$ cat config.mk
export PLATFORM = sky130hd
export DESIGN_NAME = mcr_top
export DESIGN_NICKNAME = d
export VERILOG_FILES = /design/src/pkg/mcr_pkg.sv /design/src/verilog/mcr_unit_ctl.sv /design/src/verilog/mcr_top.sv
export VERILOG_INCLUDE_DIRS = /design/src /design/src/pkg
export SDC_FILE = /design/constraint.sdc
export NUM_CORES = 1
export LEC_CHECK = 0
export BUFFER_PORTS_ARGS = -buffer_cell sky130_fd_sc_hd__buf_4
export CAP_MARGIN = 15
export CORE_MARGIN = 5
export CORE_UTILIZATION = 44
export DETAILED_ROUTE_END_ITERATION = 10
export PLACE_DENSITY_LB_ADDON = 0.1
export SYNTH_ARGS = -nofsm -noshare
export SYNTH_HDL_FRONTEND = slang
export SYNTH_SLANG_ARGS = --single-unit
$ cat constraint.sdc
create_clock -name mclk_in -period 1.9 [get_ports mclk_in]
set_input_delay 0.285 -clock mclk_in [delete_from_list [all_inputs] [get_ports mclk_in]]
set_output_delay 0.285 -clock mclk_in [all_outputs]
set_load 0.02 [all_outputs]
$ cat src/pkg/mcr_cfg.svh
// Offsets, field positions, reset values and timing counts of the module control block.
// Assumes a 4 KiB register window addressed in bytes, one aligned 32-bit word per register.
`ifndef MCR_CFG_SVH
`define MCR_CFG_SVH

`define MCR_ADDR_W        12
`define MCR_CTRL_OFS      12'h000
`define MCR_STAT_OFS      12'h004
`define MCR_N_UNITS       4
`define MCR_N_SRC         8
`define MCR_DIS_LSB       4
`define MCR_GATE_BIT      0
`define MCR_CTRL_WMASK    32'h000000F1
`define MCR_CTRL_RST      32'h00000000
`define MCR_CAL_LSB       4
`define MCR_MSI_BIT       3
`define MCR_INTA_BIT      2
`define MCR_ERR_BIT       0
`define MCR_RST_HOLD_CYC  2

`endif

$ cat src/pkg/mcr_pkg.sv
// Types shared by the module control block.
// Assumes mcr_cfg.svh is on the include path.
`include "mcr_cfg.svh"
`default_nettype none

package mcr_pkg;

    typedef struct packed {
        logic                   wr;
        logic                   rd;
        logic [`MCR_ADDR_W-1:0] addr;
        logic [31:0]            wdata;
    } mcr_bus_req_t;

    typedef struct packed {
        logic        valid;
        logic [31:0] data;
    } mcr_bus_rsp_t;

endpackage

`default_nettype wire

$ cat src/verilog/mcr_unit_ctl.sv
// Run and reset control for one deserializer unit, driven by its disable bit.
// Assumes dis_in comes from a register in the same clock domain.
`include "mcr_cfg.svh"
`default_nettype none

module mcr_unit_ctl #(
    parameter int RST_HOLD = `MCR_RST_HOLD_CYC
) (
    input  wire logic mclk_in,
    input  wire logic rst_in,
    input  wire logic dis_in,
    input  wire logic cal_in,
    output var  logic run_out,
    output var  logic rst_out,
    output var  logic cal_out
);

    localparam int CW = $clog2(RST_HOLD + 1);

    if (RST_HOLD < 1 || RST_HOLD > 7) begin : g_chk
        $error("RST_HOLD must lie between 1 and 7");
    end

    logic          dis_prev_ff;
    logic [CW-1:0] cnt_ff;
    logic [CW-1:0] nxt_cnt;
    logic          nxt_rst;
    wire           fall_w = dis_prev_ff & ~dis_in;

    assign nxt_cnt = fall_w ? CW'(RST_HOLD) :
                     (cnt_ff != '0) ? cnt_ff - CW'(1) : '0;
    assign nxt_rst = dis_in | (nxt_cnt != '0);

    always_ff @(posedge mclk_in) begin
        if (rst_in) begin
            dis_prev_ff <= 1'b0;
            cnt_ff      <= '0;
            run_out     <= 1'b0;
            rst_out     <= 1'b1;
            cal_out     <= 1'b0;
        end else begin
            dis_prev_ff <= dis_in;
            cnt_ff      <= nxt_cnt;
            run_out     <= ~nxt_rst;
            rst_out     <= nxt_rst;
            // A unit in reset has lost its calibration, so it never reports done.
            cal_out     <= cal_in & ~nxt_rst;
        end
    end
endmodule

`default_nettype wire

$ cat src/verilog/mcr_top.sv
// Module control register: per-unit disable and reset, master interrupt gate, status readback.
// Assumes a single-cycle register port from the host bridge, all inputs synchronous to mclk_in.
`include "mcr_cfg.svh"
`default_nettype none

module mcr_top
    import mcr_pkg::*;
#(
    parameter int N_UNITS  = `MCR_N_UNITS,
    parameter int N_SRC    = `MCR_N_SRC,
    parameter int RST_HOLD = `MCR_RST_HOLD_CYC
) (
    input  wire logic               mclk_in,
    input  wire logic               rst_in,
    input  wire mcr_bus_req_t       bus_req_in,
    output var  mcr_bus_rsp_t       bus_rsp_out,
    input  wire logic [N_UNITS-1:0] cal_done_in,
    input  wire logic [N_SRC-1:0]   irq_src_in,
    input  wire logic               mode_msi_in,
    input  wire logic               mode_inta_in,
    output var  logic [N_UNITS-1:0] unit_run_out,
    output var  logic [N_UNITS-1:0] unit_rst_out,
    output var  logic               cfg_err_out,
    output var  logic               irq_out
);

    // The disable field and the status word are laid out for exactly four units.
    if (N_UNITS != 4 || N_SRC < 1) begin : g_chk
        $error("N_UNITS must be 4 and N_SRC at least 1");
    end

    logic [31:0]        ctrl_ff;
    logic               mode_msi_ff;
    logic               mode_inta_ff;
    logic [N_UNITS-1:0] cal_w;

    wire         wr_ctrl_w  = bus_req_in.wr && (bus_req_in.addr == `MCR_CTRL_OFS);
    wire         rd_ctrl_w  = bus_req_in.addr == `MCR_CTRL_OFS;
    wire         rd_stat_w  = bus_req_in.addr == `MCR_STAT_OFS;
    wire  [31:0] nxt_ctrl   = bus_req_in.wdata & `MCR_CTRL_WMASK;
    wire         gate_w     = ctrl_ff[`MCR_GATE_BIT];
    wire         nxt_err    = mode_msi_in & mode_inta_in;
    wire         nxt_irq    = (|irq_src_in) & gate_w & ~nxt_err;
    wire  [31:0] stat_w     = {24'h000000, cal_w, mode_msi_ff, mode_inta_ff, 1'b0, cfg_err_out};
    wire  [31:0] nxt_rdata  = rd_ctrl_w ? (ctrl_ff & `MCR_CTRL_WMASK) :
                              rd_stat_w ? stat_w : 32'h00000000;

    always_ff @(posedge mclk_in) begin
        if (rst_in) begin
            ctrl_ff <= `MCR_CTRL_RST;
        end else if (wr_ctrl_w) begin
            ctrl_ff <= nxt_ctrl;
        end
    end

    always_ff @(posedge mclk_in) begin
        if (rst_in) begin
            mode_msi_ff  <= 1'b0;
            mode_inta_ff <= 1'b0;
            cfg_err_out  <= 1'b0;
            irq_out      <= 1'b0;
            bus_rsp_out  <= '0;
        end else begin
            mode_msi_ff       <= mode_msi_in;
            mode_inta_ff      <= mode_inta_in;
            cfg_err_out       <= nxt_err;
            irq_out           <= nxt_irq;
            bus_rsp_out.valid <= bus_req_in.rd;
            bus_rsp_out.data  <= bus_req_in.rd ? nxt_rdata : 32'h00000000;
        end
    end

    for (genvar i = 0; i < N_UNITS; i++) begin : g_unit
        mcr_unit_ctl #(
            .RST_HOLD (RST_HOLD)
        ) u_unit (
            .mclk_in (mclk_in),
            .rst_in  (rst_in),
            .dis_in  (ctrl_ff[`MCR_DIS_LSB + i]),
            .cal_in  (cal_done_in[i]),
            .run_out (unit_run_out[i]),
            .rst_out (unit_rst_out[i]),
            .cal_out (cal_w[i])
        );
    end
endmodule

`default_nettype wire

==> flow_metrics.env <==
export IMPL_synthCells=147
export IMPL_synth_area_um2=1587
export IMPL_peakVddDrop_mv=0.6654
export IMPL_setup_tns_final_ps=0
export IMPL_area_growth_pct=22.87
export IMPL_final_cell_mix="buf_4 (52), dfxtp_1 (41), conb_1 (25), nor2b_1 (16), nor2_1 (9)"
export IMPL_cp_num_buf_inv=1
export IMPL_seqCellArea_um2=820.8
export IMPL_ctsHoldBuffers=0
export IMPL_cts_sinks=41
export IMPL_routed_wl_um=2847
export IMPL_met2_wirelength_um=1377
export IMPL_critical_path_required_ps=2130
export IMPL_clk_latency_ps=330
export IMPL_fp_dieW_um=70.05
export IMPL_cts_resized=0
export IMPL_cts_buffer_depth=2
export IMPL_setup_viol_count_final=0
export IMPL_root_buffer="clkbuf_4"
export IMPL_path_cells="buf_4 -> nor4_4 -> nand4_4 -> mux2_1"
export IMPL_start_util_pct=46.45
export IMPL_final_common_cell="buf_4"
export IMPL_dieHeight_um=70.05
export IMPL_antenna_left=0
export IMPL_skew_ps=4.582
export IMPL_nNetsFinal=256
export IMPL_dp_hpwl_um=2234
export IMPL_post_drt_via_cell_ratio=4.311
export IMPL_hp_class="input port to flip-flop"
export IMPL_final_max_slew_viol_count=0
export IMPL_grt_pass1_vias=1038
export IMPL_critPathSlowestCell="nor4_4"
export IMPL_cp_top_family="simple AND/OR/NAND/NOR gates"
export IMPL_ios=105
export IMPL_rsz0062_at_grt="no"
export IMPL_yosys_register_bits=41
export IMPL_drt_met1_wl_um=1119
export IMPL_hold_viol_final=0
export IMPL_met3_length_um=312
export IMPL_power_density_nw_per_um2=833.1
export IMPL_nFillCells=317
export IMPL_crit_fanout=5
export IMPL_drtIter0Drc=23
export IMPL_cts_buffers=5
export IMPL_gp_congestion=0.7303
export IMPL_critical_path_class="input port to flip-flop"
export IMPL_portBuffers=52
export IMPL_top_layer="met4"
export IMPL_h_tree_depth=2
export IMPL_multi_input_area_um2=580.6
export IMPL_grt_first_pass_wirelength_um=4643
export IMPL_cts_tree="done"
export IMPL_finalCriticalPeriod_ps=1141
export IMPL_post_cts_setup_buffers=0
export IMPL_drc=0
export IMPL_slowest_delay_ps=370
export IMPL_avgSynthCellArea_um2=10.79
export IMPL_yosysWarnings=0
export IMPL_status="finished, final reports clean"
export IMPL_postLayoutCoreUtil_pct=57.07
export IMPL_arrival_ps=1370
export IMPL_antenna_found_initial=0
export IMPL_yosysUniqueCellTypes=23
export IMPL_leakage_nw=0.9246
export IMPL_final_layout_size_suffix_gt1_share_pct=33.85
export IMPL_period_share_pct=60.06
export IMPL_core_um2=3416
export IMPL_seq_area_frac_synth_pct=51.74
export IMPL_grt_max_degree=26
export IMPL_grt_use_total_pct=11.99
export IMPL_antenna_cells=0
export IMPL_clk_pin_slew_ps=110
export IMPL_fmax_ghz=0.8763
export IMPL_grt_overflow=0
export IMPL_worst_setup_path_start_kind="input port"
export IMPL_endpoint_kind="flip-flop"
export IMPL_rows=21
export IMPL_cap_violations=0
export IMPL_via_count=1039
export IMPL_wl_per_cell_um=11.81
export IMPL_firstDrtPassIters=4
export IMPL_die_area_um2=4906
[cells by family after synthesis]
group,share of synthesized area (%)
simple gates,22.24
flops,51.74
buf+inv,17.35
mux,6.625
compound gates,1.814
other cells,0.2364
[through the flow]
step | cell area [µm²] | instances | hold slack [ps] | setup WS, ps | power (mW)
5_1_grt | 1949 | 241 | 121.3 | 719.2 | 1.698
3_3_place_gp | 1864 | 233 | 406.5 | 430.5 | 1.072
4_1_cts | 1949 | 241 | 122.9 | 731.4 | 1.641
2_1_floorplan | 1677 | 171 | 365.1 | 664.3 | 1.042
6_report | 1949 | 241 | 141.5 | 758.8 | 1.624
3_5_place_dp | 1864 | 233 | 419.4 | 360.7 | 1.074
[layer usage]
metal	vias up	GRT usage (%)
met3	5	6.313
met4	0	3.830
met2	55	20.25
met5	-	0
li1	522	-
met1	457	12.86
[registers in the layout, indices dropped and copies added, names as in the netlist, 4 cells and up]
register                   count
g_unit.u_unit.cal_out          4
ctrl_ff                        5
bus_rsp_out                    8
g_unit.u_unit.run_out          4
g_unit.u_unit.cnt_ff           8
g_unit.u_unit.rst_out          4
g_unit.u_unit.dis_prev_ff      4
[cell type report]
class                   instances  share of cell area (%)
repair buffers                 52                   20.03
flip-flops and latches         41                   42.11
multi-input cells              90                   29.78
clock buffers                   7                   2.824
well taps                      46                   2.953
inverters                       4                  0.7702
clock inverters                 1                   1.540
[cells in the mapped netlist]
cell | count | area share, %
mux2_1 | 2 | 1.4
nand4_1 | 1 | 0.39
mux2_2 | 2 | 1.4
nor4_1 | 6 | 2.4
and4_2 | 1 | 0.63
nand4_4 | 1 | 1.3
a221oi_1 | 1 | 0.55
conb_1 | 1 | 0.24
inv_1 | 4 | 0.95
nor2b_1 | 16 | 6.3
a21oi_1 | 4 | 1.3
dfxtp_1 | 41 | 52
nor3_2 | 1 | 0.63
and2_1 | 5 | 2.0
nor2_1 | 9 | 2.1
buf_2 | 1 | 0.32
nand2b_1 | 2 | 0.79
nor4_4 | 2 | 2.7
clkbuf_1 | 2 | 0.47
buf_4 | 33 | 16
and3_1 | 2 | 0.79
nor4b_1 | 4 | 2.2
mux2i_1 | 6 | 3.8
[where the power goes]
part	switching, mW	leakage (nW)	internal, mW	total, mW
Combinational	0.0995	0.544	0.0731	0.173
Sequential	0.00450	0.335	0.877	0.881
Clock	0.256	0.0455	0.314	0.570
[path summary, 6_finish.rpt]
| path | from | end | slack, ps | cells past startpoint |
|---|---|---|---|---|
| worst max register to register | ctrl_ff[7] | g_unit[3].u_unit.cal_out | 900 | 2 |
| worst max-delay path | bus_req_in[43] | ctrl_ff[6] | 760 | 4 |
| worst min register to register | g_unit[2].u_unit.cnt_ff[0] | g_unit[2].u_unit.cnt_ff[0] | 430 | 1 |
| worst min-delay path | mode_inta_in | irq_out | 140 | 2 |
Note: power is estimated with default switching activity, not from simulation.
